## src/verilog/ptgc_pkg.sv

```systemverilog
// Package for the PLL and timing-generator clock unit: register map, fields, reset values.
// Assumes an 8-bit register bus with byte addresses (register base plus lane 0..3).
package ptgc_pkg;

  // Register byte offsets (lane 0 of each 32-bit register)
  localparam logic [11:0] PTGC_OFS_SELECT = 12'h018;
  localparam logic [11:0] PTGC_OFS_FINE   = 12'h01c;
  localparam logic [11:0] PTGC_OFS_TGCTL  = 12'h300;
  localparam logic [11:0] PTGC_OFS_PARAM  = 12'h350;

  // Reset values (reserved ones preserved as printed)
  localparam logic [31:0] PTGC_RST_SELECT = 32'h0f150000;
  localparam logic [31:0] PTGC_RST_FINE   = 32'h00000000;
  localparam logic [31:0] PTGC_RST_TGCTL  = 32'h00000000;
  localparam logic [31:0] PTGC_RST_PARAM  = 32'h00000000;

  // Select-options fields
  localparam int PTGC_B_FB_LOW_HI  = 31;
  localparam int PTGC_B_FB_LOW_LO  = 24;
  localparam int PTGC_B_OUT_GATE   = 19;
  localparam int PTGC_B_PLL_SKIP   = 17;
  localparam int PTGC_B_PLL_SLEEP  = 16;
  localparam int PTGC_B_TG_HALT    = 13;
  localparam int PTGC_B_TG_SKIP    = 12;
  localparam int PTGC_B_TG_DIV_HI  = 11;
  localparam int PTGC_B_TG_DIV_LO  = 8;
  localparam int PTGC_B_PIN_EN     = 4;
  localparam int PTGC_B_INVERT     = 1;
  // Fine-divider fields
  localparam int PTGC_B_POST_HI    = 7;
  localparam int PTGC_B_POST_LO    = 6;
  localparam int PTGC_B_PRE_HI     = 5;
  localparam int PTGC_B_PRE_LO     = 1;
  localparam int PTGC_B_FB_HIGH    = 0;
  // Timing-generator control fields
  localparam int PTGC_B_TG_EN      = 7;
  localparam int PTGC_B_IDX_HI     = 4;
  localparam logic [4:0] PTGC_IDX_CLOCK_OUT = 5'h12;
  // Parameter-one fields
  localparam int PTGC_B_POS_INV    = 31;
  localparam int PTGC_B_PIX_INV    = 30;
  localparam int PTGC_B_AND_MODE   = 29;
  localparam int PTGC_B_DLY_HI     = 11;
  localparam int PTGC_B_DLY_LO     = 9;
  localparam int PTGC_B_TOT_HI     = 8;
  localparam int PTGC_B_TOT_LO     = 6;
  localparam int PTGC_B_NEG_HI     = 5;
  localparam int PTGC_B_NEG_LO     = 3;
  localparam int PTGC_B_POSD_HI    = 2;
  localparam int PTGC_B_POSD_LO    = 0;

  // Output delay taps in ns per code, and the clock period
  localparam int PTGC_CLK_PERIOD_NS = 5;
  localparam int PTGC_DLY_NS [8] = '{0, 1, 2, 4, 7, 10, 12, 14};
  localparam int PTGC_DLY_MAX_CYC = (14 + PTGC_CLK_PERIOD_NS - 1) / PTGC_CLK_PERIOD_NS;

  // Output divide factor per post-divider code
  localparam logic [2:0] PTGC_POST_FACTOR [4] = '{3'h1, 3'h2, 3'h3, 3'h4};

  // Pulse decode codes
  localparam logic [2:0] PTGC_PD_LOW  = 3'h0;
  localparam logic [2:0] PTGC_PD_EQ01 = 3'h5;
  localparam logic [2:0] PTGC_PD_LT8  = 3'h7;
  localparam logic [2:0] PTGC_CNT_LT8 = 3'h7;

  // Bus request carrier
  typedef struct packed {
    logic       wr;
    logic       rd;
    logic [11:0] addr;
    logic [7:0] wdata;
  } ptgc_req_t;

  // Derived clock settings passed to the PLL model
  typedef struct packed {
    logic [8:0] fb_div;
    logic [4:0] pre_div;
    logic [1:0] post_code;
  } ptgc_pll_cfg_t;

  typedef enum logic [2:0] {
    PTGC_TG_OFF   = 3'b001,
    PTGC_TG_ARM   = 3'b010,
    PTGC_TG_RUN   = 3'b100
  } ptgc_tg_state_t;

endpackage

```

## src/verilog/ptgc_clock_unit.sv

```systemverilog
// PLL and timing-generator clock unit with the decoder clock output pin.
// Assumes an 8-bit byte-addressed register bus, reads answered one cycle later.
//
// How it works
// - Divider zero passes clock; else divide by twice the value plus two.
// - Halt bit set stops the timing generator clock.
// - Source bypass clear takes PLL clock; set stops timing generator clock.
// - PLL rate is transceiver clock times (fb+2) over (pre+2) times factor.
// - Post-divider codes 0..3 give factors 1..4.
// - Feedback divider nine bits: low byte select bits 31:24, bit 8 fine bit 0.
// - Fine bits 5:1 pre-detector divider, bits 7:6 post-divider code.
// - PLL output gate bit zero enables output, one disables it.
// - Sleep bit powers down the PLL; resets to one.
// - Clock pin driven only while pin-enable bit is one.
// - Invert bit inverts the output clock.
// - Timing logic runs only while control bit 7 is one.
// - Parameter bit 31 inverts positive-edge pulse.
// - Parameter bit 30 inverts pixel signal polarity.
// - Parameter bit 29 picks OR or AND combining of pulses.
// - Parameter bits 11:9 pick output delay 0..14 ns; applied rounded up to whole 5 ns clock cycles, 0..15 ns.
// - Parameter bits 8:6 set pixel counter total per pixel.
// - Bits 5:3 decode negative-edge pulse from pixel count.
// - Bits 2:0 decode positive-edge pulse from pixel count.
module ptgc_clock_unit (
  // Clock and reset
  input  wire logic       CLOCK,
  input  wire logic       RST_N,
  // Register bus
  input  wire ptgc_pkg::ptgc_req_t REG_REQ,
  output logic [7:0]      REG_RDATA,
  output logic            REG_RVALID,
  // Decoder clock output pin
  output logic            DECODER_CLOCK_OUTPUT,
  output logic            DECODER_CLOCK_OE_N
);
  import ptgc_pkg::*;

  logic [31:0]    select_q;
  logic [31:0]    fine_q;
  logic [31:0]    tgctl_q;
  logic [31:0]    param_q;
  ptgc_pll_cfg_t  pll_cfg;
  logic           pll_tick;
  logic           tg_tick;
  logic           tg_run;
  logic           pos_q;
  logic           neg_q;
  logic           ph_q;
  logic [2:0]     pix_q;
  logic [2:0]     dly_cyc;
  logic           shaped;
  logic [7:0]     dly_line_q;
  ptgc_tg_state_t st_q;
  logic [1:0]     lane;
  logic [11:0]    base;

  assign lane = REG_REQ.addr[1:0];
  assign base = {REG_REQ.addr[11:2], 2'b00};

  // Register writes: one byte lane per request
  always_ff @(posedge CLOCK or negedge RST_N) begin
    if (!RST_N) begin
      select_q <= PTGC_RST_SELECT;
      fine_q   <= PTGC_RST_FINE;
      tgctl_q  <= PTGC_RST_TGCTL;
      param_q  <= PTGC_RST_PARAM;
    end else if (REG_REQ.wr) begin
      case (base)
        PTGC_OFS_SELECT: select_q[lane*8 +: 8] <= REG_REQ.wdata;
        PTGC_OFS_FINE:   fine_q[lane*8 +: 8]   <= REG_REQ.wdata;
        PTGC_OFS_TGCTL:  tgctl_q[lane*8 +: 8]  <= REG_REQ.wdata;
        PTGC_OFS_PARAM: begin
          // Parameters land only for the clock-output index
          if (tgctl_q[PTGC_B_IDX_HI:0] == PTGC_IDX_CLOCK_OUT) begin
            param_q[lane*8 +: 8] <= REG_REQ.wdata;
          end
        end
        default: ;
      endcase
    end
  end

  // Register reads, one cycle later; unmapped reads give zero
  always_ff @(posedge CLOCK or negedge RST_N) begin
    if (!RST_N) begin
      REG_RDATA  <= 8'h00;
      REG_RVALID <= 1'b0;
    end else begin
      REG_RVALID <= REG_REQ.rd;
      case (base)
        PTGC_OFS_SELECT: REG_RDATA <= select_q[lane*8 +: 8];
        PTGC_OFS_FINE:   REG_RDATA <= fine_q[lane*8 +: 8];
        PTGC_OFS_TGCTL:  REG_RDATA <= tgctl_q[lane*8 +: 8];
        PTGC_OFS_PARAM:  REG_RDATA <= param_q[lane*8 +: 8];
        default:         REG_RDATA <= 8'h00;
      endcase
    end
  end

  // PLL configuration assembly
  always_comb begin
    pll_cfg.fb_div    = {fine_q[PTGC_B_FB_HIGH],
                         select_q[PTGC_B_FB_LOW_HI:PTGC_B_FB_LOW_LO]};
    pll_cfg.pre_div   = fine_q[PTGC_B_PRE_HI:PTGC_B_PRE_LO];
    pll_cfg.post_code = fine_q[PTGC_B_POST_HI:PTGC_B_POST_LO];
  end

  // PLL rate generation
  ptgc_pll_model u_pll (
    .clk   (CLOCK),
    .rst_n (RST_N),
    .cfg   (pll_cfg),
    .sleep (select_q[PTGC_B_PLL_SLEEP]),
    .skip  (select_q[PTGC_B_PLL_SKIP]),
    .gate  (select_q[PTGC_B_OUT_GATE]),
    .tick  (pll_tick)
  );

  // Timing clock runs unless halted, bypassed, or logic disabled
  assign tg_run = !select_q[PTGC_B_TG_HALT] && !select_q[PTGC_B_TG_SKIP]
                  && (st_q != PTGC_TG_OFF);

  ptgc_tg_divider #(.W(4)) u_tgdiv (
    .clk      (CLOCK),
    .rst_n    (RST_N),
    .divide   (select_q[PTGC_B_TG_DIV_HI:PTGC_B_TG_DIV_LO]),
    .run      (tg_run),
    .src_tick (pll_tick),
    .tg_tick  (tg_tick)
  );

  // Timing logic enable sequencing
  always_ff @(posedge CLOCK or negedge RST_N) begin
    if (!RST_N) begin
      st_q <= PTGC_TG_OFF;
    end else begin
      case (st_q)
        PTGC_TG_OFF: if (tgctl_q[PTGC_B_TG_EN]) st_q <= PTGC_TG_ARM;
        PTGC_TG_ARM: st_q <= tgctl_q[PTGC_B_TG_EN] ? PTGC_TG_RUN : PTGC_TG_OFF;
        PTGC_TG_RUN: if (!tgctl_q[PTGC_B_TG_EN]) st_q <= PTGC_TG_OFF;
        default:     st_q <= PTGC_TG_OFF;
      endcase
    end
  end

  // Pulse decode from a pixel count
  function automatic logic decode(input logic [2:0] code, input logic [2:0] cnt);
    logic hit;
    hit = 1'b0;
    case (code)
      PTGC_PD_LOW:  hit = 1'b0;
      PTGC_PD_EQ01: hit = (cnt <= 3'h1);
      PTGC_PD_LT8:  hit = (cnt <= PTGC_CNT_LT8);
      3'h6:         hit = 1'b0;
      default:      hit = (cnt == code - 3'h1);
    endcase
    return hit;
  endfunction

  // Pixel counter and half-phase; positive half then negative half, one timing tick each
  always_ff @(posedge CLOCK or negedge RST_N) begin
    if (!RST_N) begin
      pix_q <= 3'h0;
      ph_q  <= 1'b0;
    end else if (!tg_run) begin
      pix_q <= 3'h0;
      ph_q  <= 1'b0;
    end else if (tg_tick) begin
      ph_q <= ~ph_q;
      if (ph_q) begin
        pix_q <= (pix_q >= param_q[PTGC_B_TOT_HI:PTGC_B_TOT_LO]) ? 3'h0 : pix_q + 3'h1;
      end
    end
  end

  // Edge pulses registered on their own half-phase
  always_ff @(posedge CLOCK or negedge RST_N) begin
    if (!RST_N) begin
      pos_q <= 1'b0;
      neg_q <= 1'b0;
    end else if (tg_tick && !ph_q) begin
      pos_q <= decode(param_q[PTGC_B_POSD_HI:PTGC_B_POSD_LO], pix_q)
               ^ param_q[PTGC_B_POS_INV];
    end else if (tg_tick && ph_q) begin
      neg_q <= decode(param_q[PTGC_B_NEG_HI:PTGC_B_NEG_LO], pix_q);
    end
  end

  // Combine, polarity and delay selection
  always_comb begin
    shaped = param_q[PTGC_B_AND_MODE] ? (pos_q & neg_q) : (pos_q | neg_q);
    shaped = shaped ^ param_q[PTGC_B_PIX_INV];
    dly_cyc = 3'((PTGC_DLY_NS[param_q[PTGC_B_DLY_HI:PTGC_B_DLY_LO]]
                  + PTGC_CLK_PERIOD_NS - 1) / PTGC_CLK_PERIOD_NS);
  end

  // Delay line in whole clock cycles
  always_ff @(posedge CLOCK or negedge RST_N) begin
    if (!RST_N) begin
      dly_line_q <= 8'h00;
    end else begin
      dly_line_q <= {dly_line_q[6:0], shaped};
    end
  end

  // Output pin: inversion and drive enable
  always_ff @(posedge CLOCK or negedge RST_N) begin
    if (!RST_N) begin
      DECODER_CLOCK_OUTPUT <= 1'b0;
      DECODER_CLOCK_OE_N   <= 1'b1;
    end else begin
      DECODER_CLOCK_OUTPUT <= (dly_cyc == 3'h0 ? shaped : dly_line_q[dly_cyc - 3'h1])
                              ^ select_q[PTGC_B_INVERT];
      DECODER_CLOCK_OE_N   <= !select_q[PTGC_B_PIN_EN];
    end
  end

endmodule

```

## src/verilog/ptgc_pll_model.sv

```systemverilog
// Behavioural PLL stand-in: produces enable pulses at transceiver rate * (fb+2)/((pre+2)*no).
// Assumes the transceiver clock is the module clock; fractional rate by accumulation.
module ptgc_pll_model (
  // Clock and reset
  input  wire logic                    clk,
  input  wire logic                    rst_n,
  // Configuration
  input  wire ptgc_pkg::ptgc_pll_cfg_t cfg,
  input  wire logic                    sleep,
  input  wire logic                    skip,
  input  wire logic                    gate,
  // Output enable pulse
  output logic                         tick
);
  import ptgc_pkg::*;

  logic [15:0] acc_q;
  logic [15:0] num;
  logic [15:0] den;
  logic [16:0] sum;

  // Numerator and denominator of the frequency ratio
  always_comb begin
    num = 16'(cfg.fb_div) + 16'h0002;
    den = (16'(cfg.pre_div) + 16'h0002) * 16'(PTGC_POST_FACTOR[cfg.post_code]);
    sum = {1'b0, acc_q} + {1'b0, num};
  end

  // Fractional accumulator; a pulse per wrap, clamped to the input rate
  always_ff @(posedge clk or negedge rst_n) begin
    if (!rst_n) begin
      acc_q <= 16'h0000;
      tick  <= 1'b0;
    end else if (gate) begin
      acc_q <= 16'h0000;
      tick  <= 1'b0;
    end else if (skip) begin
      acc_q <= 16'h0000;
      tick  <= 1'b1;
    end else if (sleep) begin
      acc_q <= 16'h0000;
      tick  <= 1'b0;
    end else if (sum >= {1'b0, den}) begin
      acc_q <= 16'(sum - {1'b0, den});
      tick  <= 1'b1;
    end else begin
      acc_q <= sum[15:0];
      tick  <= 1'b0;
    end
  end

endmodule

```

## src/verilog/ptgc_tg_divider.sv

```systemverilog
// Timing-generator clock divider: passes enables through, or keeps one of every 2*(n+1).
// Assumes src_tick is a one-cycle enable on the module clock.
module ptgc_tg_divider #(
  parameter int W = 4
) (
  // Clock and reset
  input  wire logic         clk,
  input  wire logic         rst_n,
  // Control
  input  wire logic [W-1:0] divide,
  input  wire logic         run,
  input  wire logic         src_tick,
  // Output enable pulse
  output logic              tg_tick
);

  logic [W+1:0] cnt_q;
  logic [W+1:0] limit;

  // Count limit: 2*(n+1) source pulses per output pulse
  always_comb limit = ({2'b00, divide} + (W+2)'(1)) << 1;

  // Divider counter
  always_ff @(posedge clk or negedge rst_n) begin
    if (!rst_n) begin
      cnt_q   <= '0;
      tg_tick <= 1'b0;
    end else if (!run) begin
      cnt_q   <= '0;
      tg_tick <= 1'b0;
    end else if (divide == '0) begin
      cnt_q   <= '0;
      tg_tick <= src_tick;
    end else if (src_tick) begin
      tg_tick <= (cnt_q == '0);
      cnt_q   <= (cnt_q + (W+2)'(1) >= limit) ? '0 : cnt_q + (W+2)'(1);
    end else begin
      tg_tick <= 1'b0;
    end
  end

endmodule
```

## config.mk

```make
export PLATFORM = sky130hd
export DESIGN_NAME = ptgc_clock_unit
export DESIGN_NICKNAME = d
export VERILOG_FILES = /design/src/verilog/ptgc_pkg.sv /design/src/verilog/ptgc_clock_unit.sv /design/src/verilog/ptgc_pll_model.sv /design/src/verilog/ptgc_tg_divider.sv
export SDC_FILE = /design/constraint.sdc
export NUM_CORES = 1
export LEC_CHECK = 0
export CAP_MARGIN = 20
export CORE_MARGIN = 2
export CORE_UTILIZATION = 50
export CTS_CLUSTER_DIAMETER = 100
export DETAILED_ROUTE_END_ITERATION = 8
export DONT_BUFFER_PORTS = 1
export PLACE_DENSITY = 0.74
export SLEW_MARGIN = 20
export SYNTH_ARGS = -nofsm -noshare
export SYNTH_HDL_FRONTEND = slang
export SYNTH_HIERARCHICAL = 1
export SYNTH_SLANG_ARGS = --single-unit
```

## constraint.sdc

```tcl
create_clock -name CLOCK -period 9.56 [get_ports CLOCK]
set_input_delay 1.912 -clock CLOCK [delete_from_list [all_inputs] [get_ports CLOCK]]
set_output_delay 1.912 -clock CLOCK [all_outputs]
set_load 0.02 [all_outputs]
```

==> summary.txt, run 1 <==
====================================================================================
Status                                                                     completed
Total area of multi-input combinational cells                               5760 um2
Max-cap violations                                                                 0
Required arrival time at the worst endpoint                                  9.85 ns
Unrepaired setup endpoints after global routing                                   no
Start point of the critical path                                           fine_q[2]
TritonCTS Buffers                                                                 17
PwrDens                                                                   171 nW/um2
Share of cells above drive strength 1                                         0.0868
EDFF count, synth                                                                  0
Minimum setup slack among reg-to-reg paths                                   4.54 ns
Biggest area contributors in the synthesized netlist                    sky130_fd_sc_hd__dfrtp_1 (39%), sky130_fd_sc_hd__ha_1 (8.1%), sky130_fd_sc_hd__o21ai_0 (5.5%)
Worst path depth                                                                  20
Wire length of the first global-routing pass                                 44.4 mm
Longest Clk Path Bufs                                                              2
Count of yosys warnings during synthesis                                           6
Setup tns final                                                                 0 ns
DRT iter0 DRCs                                                                   794
TritonCTS sink count                                                             180
Area share of the leading cell type in the synthesized netlist                 0.394
Post-layout net count                                                           1207
Final setup vio count                                                              0
Clock latency reported for the late side of the worst-skew pair              0.44 ns
Detailed-route wire length                                                   27.3 mm
Count of fill cells added during filler insertion                               1849
Worst vdd rail ir drop                                                      0.121 mV
All-Layer GR Usage                                                             0.252
Final design utilization                                                       0.545
Count of boundary I/O pins                                                        35
Maximum achievable frequency                                               0.199 GHz
Worst-path clk slew                                                          0.07 ns
Width of the die                                                              151 um
Min cycle time layout                                                        5.02 ns
DR vias                                                                         8656
Number of synthesized register bits                                              180
Antenna violations before repair                                                   0
Worst setup path endpoint                                               u_pll/acc_q[3]
Most common flop cell mapped by yosys                                   sky130_fd_sc_hd__dfrtp_1
Slowest cell on the critical path                                       sky130_fd_sc_hd__nor4_4
Die Area                                                                   22900 um2
Startpoint of the lowest-slack register-to-register path                   fine_q[2]
Sequential cell area                                                        4520 um2
Total congestion overflow                                                          0
Half-perimeter wire length after placement                                   19.0 mm
Number of nets produced by synthesis                                            1241
Count of buffering cells on the critical path with inverters included              3
Clock Tree Root                                                         sky130_fd_sc_hd__clkbuf_16
Resize count post-CTS                                                              0
Weighted congestion at the end of routability-driven global placement          0.888
Router iterations before antenna repair                                            6
Number of setup buffers added after CTS                                            0
Cell-by-cell listing of the critical path                               ha_1 > xor2_1 > nor2b_1 > fa_1 > ha_1 > a21o_1 > a21oi_1 > o21bai_1 > a21oi_1 > xor2_1 > ha_1 > a21o_1 > a21oi_1 > inv_1 > a221oi_4 > inv_2 > nor4_4 > buf_6 > mux2i_1 > nor2_1
Reg-to-reg endpoint                                                     u_pll/acc_q[3]
Number of global-route vias before repair                                       8377
Final Hold Slack                                                            0.383 ns
Top delay family on crit path                                            adder cells
Type of element launching the critical path                                flip-flop
Slew @ Worst Pin                                                             1.06 ns
Antenna Diode Count                                                                0
Async set-reset flop share out of synthesis                                     1.00
Peak fanout along the critical path                                                9
Type of the tightest min-delay check                                         reg2reg
Worst Reg-to-Reg Cells                                                            20
Largest net degree at the start of global routing                                181
Vertical die dimension                                                        151 um
Netlist area before placement                                              10900 um2
Slowest stage delay, CP                                                      0.58 ns
Quantity of I/O buffers inserted on ports                                          0
Clock H-tree levels                                                                4
Count of distinct cell types in the synthesized netlist                           98
Data arrival time of the worst path                                          5.31 ns
CTS tree                                                                         yes
Max-slew violation count                                                           0
Hold Violations, Final                                                             0
Total non-filler cell area in the finished layout                          11500 um2
Post-synthesis cell type with the largest combined area                 sky130_fd_sc_hd__dfrtp_1
Top cells by instance count after synthesis                             sky130_fd_sc_hd__dfrtp_1 (171), sky130_fd_sc_hd__nand2_1 (151), sky130_fd_sc_hd__o21ai_0 (120)
Leakage power summed over all cells                                          4.95 nW
Post-route clock skew                                                      0.0137 ns
Critical path endpoint category                                            flip-flop
Cell with the most instances after synthesis                            sky130_fd_sc_hd__dfrtp_1
CORE AREA                                                                  21200 um2
Overall power consumption                                                  0.00197 W
Cells after synthesis                                                           1140
Crit Path Category                                                           reg2reg
# hold bufs at CTS                                                                 0
Mean post-synth cell area                                                   9.52 um2
Final cycle utilization of the critical path                                   0.525
Vias per Instance                                                               6.21
Total DRC errors in the routed layout                                              0
Sequential element share of the synthesized area                               0.416
Relative max-transition margin                                                 0.290
Effective utilization at floorplan                                             0.513
Placed cell areas                                                          11000 um2
Remaining number of nets flagged by the antenna check after routing                0
Routed len/inst                                                              19.6 um
Area growth from synthesis to layout                                           6.19%
Number of standard-cell rows in the floorplan                                     53
====================================================================================
## power breakdown
part	switching, W	total (W)	internal, W
clock	0.000316	0.000688	0.000371
sequential	0.0000254	0.000822	0.000797
combinational	0.000274	0.000461	0.000187
## layout make-up
type                    count  share of cell area
flip-flops and latches    180               0.392
inverters                  78              0.0254
multi-input cells         823               0.500
repair buffers              6             0.00423
clock inverters            11              0.0101
clock buffers              20              0.0387
well taps                 275              0.0298
## cells by family after synthesis
group | after synthesis | share of synthesized area
simple gates | 353 | 0.161
mux | 23 | 0.0249
xor+xnor | 40 | 0.0323
fa+ha+maj | 79 | 0.0954
flops | 180 | 0.416
compound gates | 328 | 0.214
buf+inv | 137 | 0.0562
## state kept, by name (all words and copies together) (netlist names)
register / count
st_q: 3
REG_RVALID: 1
REG_RDATA: 8
u_pll/tick: 1
pix_q: 3
u_tgdiv/tg_tick: 1
u_tgdiv/cnt_q: 6
param_q: 32
select_q: 32
u_pll/acc_q: 16
dly_line_q: 8
fine_q: 32
DECODER_CLOCK_OUTPUT: 1
DECODER_CLOCK_OE_N: 1
ph_q: 1
pos_q: 1
neg_q: 1
tgctl_q: 32
## layer usage
metal / vias to the layer above / GRT usage / share of wire
met5: - / 0 / 0
met4: 0 / 0.0860 / 0.026
met3: 52 / 0.0623 / 0.079
met2: 359 / 0.383 / 0.45
met1: 4207 / 0.353 / 0.45
li1: 4038 / - / -
## layout by cell type, fill, tap and decap left out, types with 18 or more instances in the layout
master,n
sky130_fd_sc_hd__dfrtp_1,171
sky130_fd_sc_hd__nor2_1,62
sky130_fd_sc_hd__inv_1,76
sky130_fd_sc_hd__a22o_1,37
sky130_fd_sc_hd__nand3_1,36
sky130_fd_sc_hd__o21ai_0,120
sky130_fd_sc_hd__ha_1,70
sky130_fd_sc_hd__a21oi_1,38
sky130_fd_sc_hd__mux2i_1,18
sky130_fd_sc_hd__a32o_1,18
sky130_fd_sc_hd__xnor2_1,27
sky130_fd_sc_hd__a222oi_1,19
sky130_fd_sc_hd__nand2_1,151
## how the worst min path moves through the flow
stage                   from       endpoint  slack (ns)  cells past startpoint
2_1_floorplan  dly_line_q[3]  dly_line_q[4]        0.35                      0
6_report       dly_line_q[2]  dly_line_q[3]        0.38                      0
3_3_place_gp   dly_line_q[2]  dly_line_q[3]        0.35                      0
4_1_cts        dly_line_q[2]  dly_line_q[3]        0.39                      0
3_5_place_dp   dly_line_q[2]  dly_line_q[3]        0.37                      0
5_1_grt        dly_line_q[2]  dly_line_q[3]        0.41                      0
## metrics by stage
| stage | std cells | setup slack [ns] |
|---|---|---|
| final | 1393 | 4.54 |
| after global routing | 1393 | 4.18 |
| after CTS | 1392 | 4.31 |
| after detailed placement | 1361 | 4.35 |
| after global placement | 1361 | 4.51 |
| after floorplan | 1140 | 5.10 |
## worst reg2reg max path, stage by stage, from the launching register on
cell	delay, ns
sky130_fd_sc_hd__dfrtp_1	0.46
sky130_fd_sc_hd__ha_1	0.26
sky130_fd_sc_hd__xor2_1	0.23
sky130_fd_sc_hd__nor2b_1	0.21
sky130_fd_sc_hd__fa_1	0.47
sky130_fd_sc_hd__ha_1	0.31
sky130_fd_sc_hd__a21o_1	0.15
sky130_fd_sc_hd__a21oi_1	0.21
sky130_fd_sc_hd__o21bai_1	0.09
sky130_fd_sc_hd__a21oi_1	0.18
sky130_fd_sc_hd__xor2_1	0.17
sky130_fd_sc_hd__ha_1	0.29
sky130_fd_sc_hd__a21o_1	0.20
sky130_fd_sc_hd__a21oi_1	0.13
sky130_fd_sc_hd__inv_1	0.09
sky130_fd_sc_hd__a221oi_4	0.23
sky130_fd_sc_hd__inv_2	0.09
sky130_fd_sc_hd__nor4_4	0.58
sky130_fd_sc_hd__buf_6	0.24
sky130_fd_sc_hd__mux2i_1	0.22
sky130_fd_sc_hd__nor2_1	0.07
Power figures use the tool's default switching activity.
==> run 2: changes to the inputs <==
==> constraint.sdc (replaced) <==
create_clock -name CLOCK -period 4.74 [get_ports CLOCK]
set_input_delay 0.948 -clock CLOCK [delete_from_list [all_inputs] [get_ports CLOCK]]
set_output_delay 0.948 -clock CLOCK [all_outputs]
set_load 0.02 [all_outputs]
==> summary.txt, run 2 (same netlist as run 1, synthesis figures left out) <==
====================================================================================
Required arrival time at the worst endpoint                                  5.10 ns
Leading cell types in the layout, fill and taps excluded                sky130_fd_sc_hd__dfrtp_1 (170), sky130_fd_sc_hd__nand2_1 (151), sky130_fd_sc_hd__o21ai_0 (120), sky130_fd_sc_hd__inv_1 (76), sky130_fd_sc_hd__ha_1 (68)
Min cycle time layout                                                        4.51 ns
Total congestion overflow                                                          0
Largest net degree at the start of global routing                                181
Max-cap violations                                                                 0
Slew @ Worst Pin                                                            0.927 ns
Router iterations before antenna repair                                            9
Unrepaired setup endpoints after global routing                                  yes
Relative max-transition margin                                                 0.382
Grt met2 use                                                                   0.388
TritonCTS Buffers                                                                 17
Clock H-tree levels                                                                4
Type of element launching the critical path                                flip-flop
Worst vdd rail ir drop                                                      0.320 mV
Die Area                                                                   22900 um2
Overall power consumption                                                  0.00404 W
Hold Violations, Final                                                             0
Status                                                                     completed
Number of global-route vias before repair                                       8413
GR Layer Usage met3                                                           0.0620
Clock latency reported for the late side of the worst-skew pair              0.45 ns
Clock Tree Root                                                         sky130_fd_sc_hd__clkbuf_16
# hold bufs at CTS                                                                 0
Remaining number of nets flagged by the antenna check after routing                0
Effective utilization at floorplan                                             0.513
Total DRC errors in the routed layout                                              0
Peak fanout along the critical path                                                8
Final cycle utilization of the critical path                                   0.951
Half-perimeter wire length after placement                                   19.1 mm
GR Util met1                                                                   0.358
Count of boundary I/O pins                                                        35
Maximum achievable frequency                                               0.222 GHz
Post-route clock skew                                                      0.0158 ns
CORE AREA                                                                  21200 um2
Vias per Instance                                                               6.16
Most used routing layer                                                         met2
Leakage power summed over all cells                                          5.01 nW
Antenna Diode Count                                                                0
Share of cells above drive strength 1                                          0.102
Worst-path clk slew                                                          0.08 ns
Most common library cell in the layout ignoring fill and taps           sky130_fd_sc_hd__dfrtp_1
Wire length of the first global-routing pass                                 44.7 mm
Final setup vio count                                                              0
Crit Path Category                                                           reg2reg
Area growth from synthesis to layout                                           7.65%
Detailed-route wire length                                                   27.7 mm
All-Layer GR Usage                                                             0.253
Setup tns final                                                                 0 ns
Longest Clk Path Bufs                                                              2
Quantity of I/O buffers inserted on ports                                          0
Post-layout net count                                                           1216
TritonCTS sink count                                                             180
Count of fill cells added during filler insertion                               1842
Type of the tightest min-delay check                                        in2async
CTS tree                                                                         yes
Routed len/inst                                                              19.8 um
Number of standard-cell rows in the floorplan                                     53
DR vias                                                                         8645
Width of the die                                                              151 um
Weighted congestion at the end of routability-driven global placement          0.921
Critical path endpoint category                                            flip-flop
Vertical die dimension                                                        151 um
PwrDens                                                                   345 nW/um2
Max-slew violation count                                                           0
Antenna violations before repair                                                   0
Data arrival time of the worst path                                          4.87 ns
DRT iter0 DRCs                                                                   894
====================================================================================
## run 2: final cells by class
cell class	instances	area, um2	area share
Clock buffer	19	453	0.0388
Clock inverter	13	128	0.0109
Inverter	78	293	0.0251
Multi-Input combinational cell	823	5780	0.495
Sequential cell	180	4520	0.387
Tap cell	275	344	0.0294
Timing Repair Buffer	15	168	0.0143
## run 2: final timing paths
kind	startpoint	to	slack [ns]	depth (start not counted)
worst max-delay path	fine_q[7]	u_pll/acc_q[12]	0.23	18
worst min-delay path	RST_N	u_tgdiv/tg_tick	0.19	0
worst max register to register	fine_q[7]	u_pll/acc_q[12]	0.23	18
worst min register to register	dly_line_q[2]	dly_line_q[3]	0.38	0
max in group asynchronous	RST_N	select_q[16]	4.24	0
min in group CLOCK	dly_line_q[2]	dly_line_q[3]	0.38	0
## run 2: where the power goes
part | internal [W] | switching, W
registers | 0.00161 | 0.0000529
logic | 0.000389 | 0.000568
clock network | 0.000731 | 0.000690
total | 0.00273 | 0.00131
## run 2: what timing repair did
item                       in CTS  in global routing
gates resized for setup         0                  7
buffers inserted                0                  2
setup endpoints to repair       0                 13
## run 2: per-stage QoR
stage | worst slack (ns) | hold slack (ns) | instances | instance area [um2] | util
global placement | 0.226 | 0.355 | 1368 | 11000 | 0.522
floorplan | 0.284 | 0.349 | 1140 | 10900 | -
finish | 0.234 | 0.188 | 1403 | 11700 | 0.552
detailed placement | 0.137 | 0.362 | 1368 | 11000 | 0.522
global route | 0.00242 | 0.175 | 1403 | 11700 | 0.552
CTS | 0.106 | 0.186 | 1400 | 11600 | 0.549
## run 2: worst max-delay path, cell delays in order, from the launching register on
cell	delay, ns
sky130_fd_sc_hd__dfrtp_1	0.40
sky130_fd_sc_hd__ha_2	0.39
sky130_fd_sc_hd__nand2b_1	0.09
sky130_fd_sc_hd__fa_1	0.50
sky130_fd_sc_hd__inv_1	0.04
sky130_fd_sc_hd__ha_1	0.21
sky130_fd_sc_hd__fa_1	0.40
sky130_fd_sc_hd__a21o_1	0.19
sky130_fd_sc_hd__a21oi_1	0.22
sky130_fd_sc_hd__o21bai_1	0.09
sky130_fd_sc_hd__a21oi_1	0.18
sky130_fd_sc_hd__ha_1	0.22
sky130_fd_sc_hd__nand3_1	0.11
sky130_fd_sc_hd__a2111o_1	0.40
sky130_fd_sc_hd__o22ai_4	0.18
sky130_fd_sc_hd__nor4_4	0.10
sky130_fd_sc_hd__clkbuf_16	0.19
sky130_fd_sc_hd__or3_1	0.36
sky130_fd_sc_hd__a21oi_1	0.15
## run 2: metal layers
| layer | vias to the layer above | wire length [um] | part of all wire |
|---|---|---|---|
| li1 | 4046 | - | - |
| met1 | 4239 | 12400 | 0.45 |
| met2 | 325 | 12600 | 0.45 |
| met3 | 35 | 2370 | 0.085 |
| met4 | 0 | 440 | 0.016 |
| met5 | - | 0 | 0 |
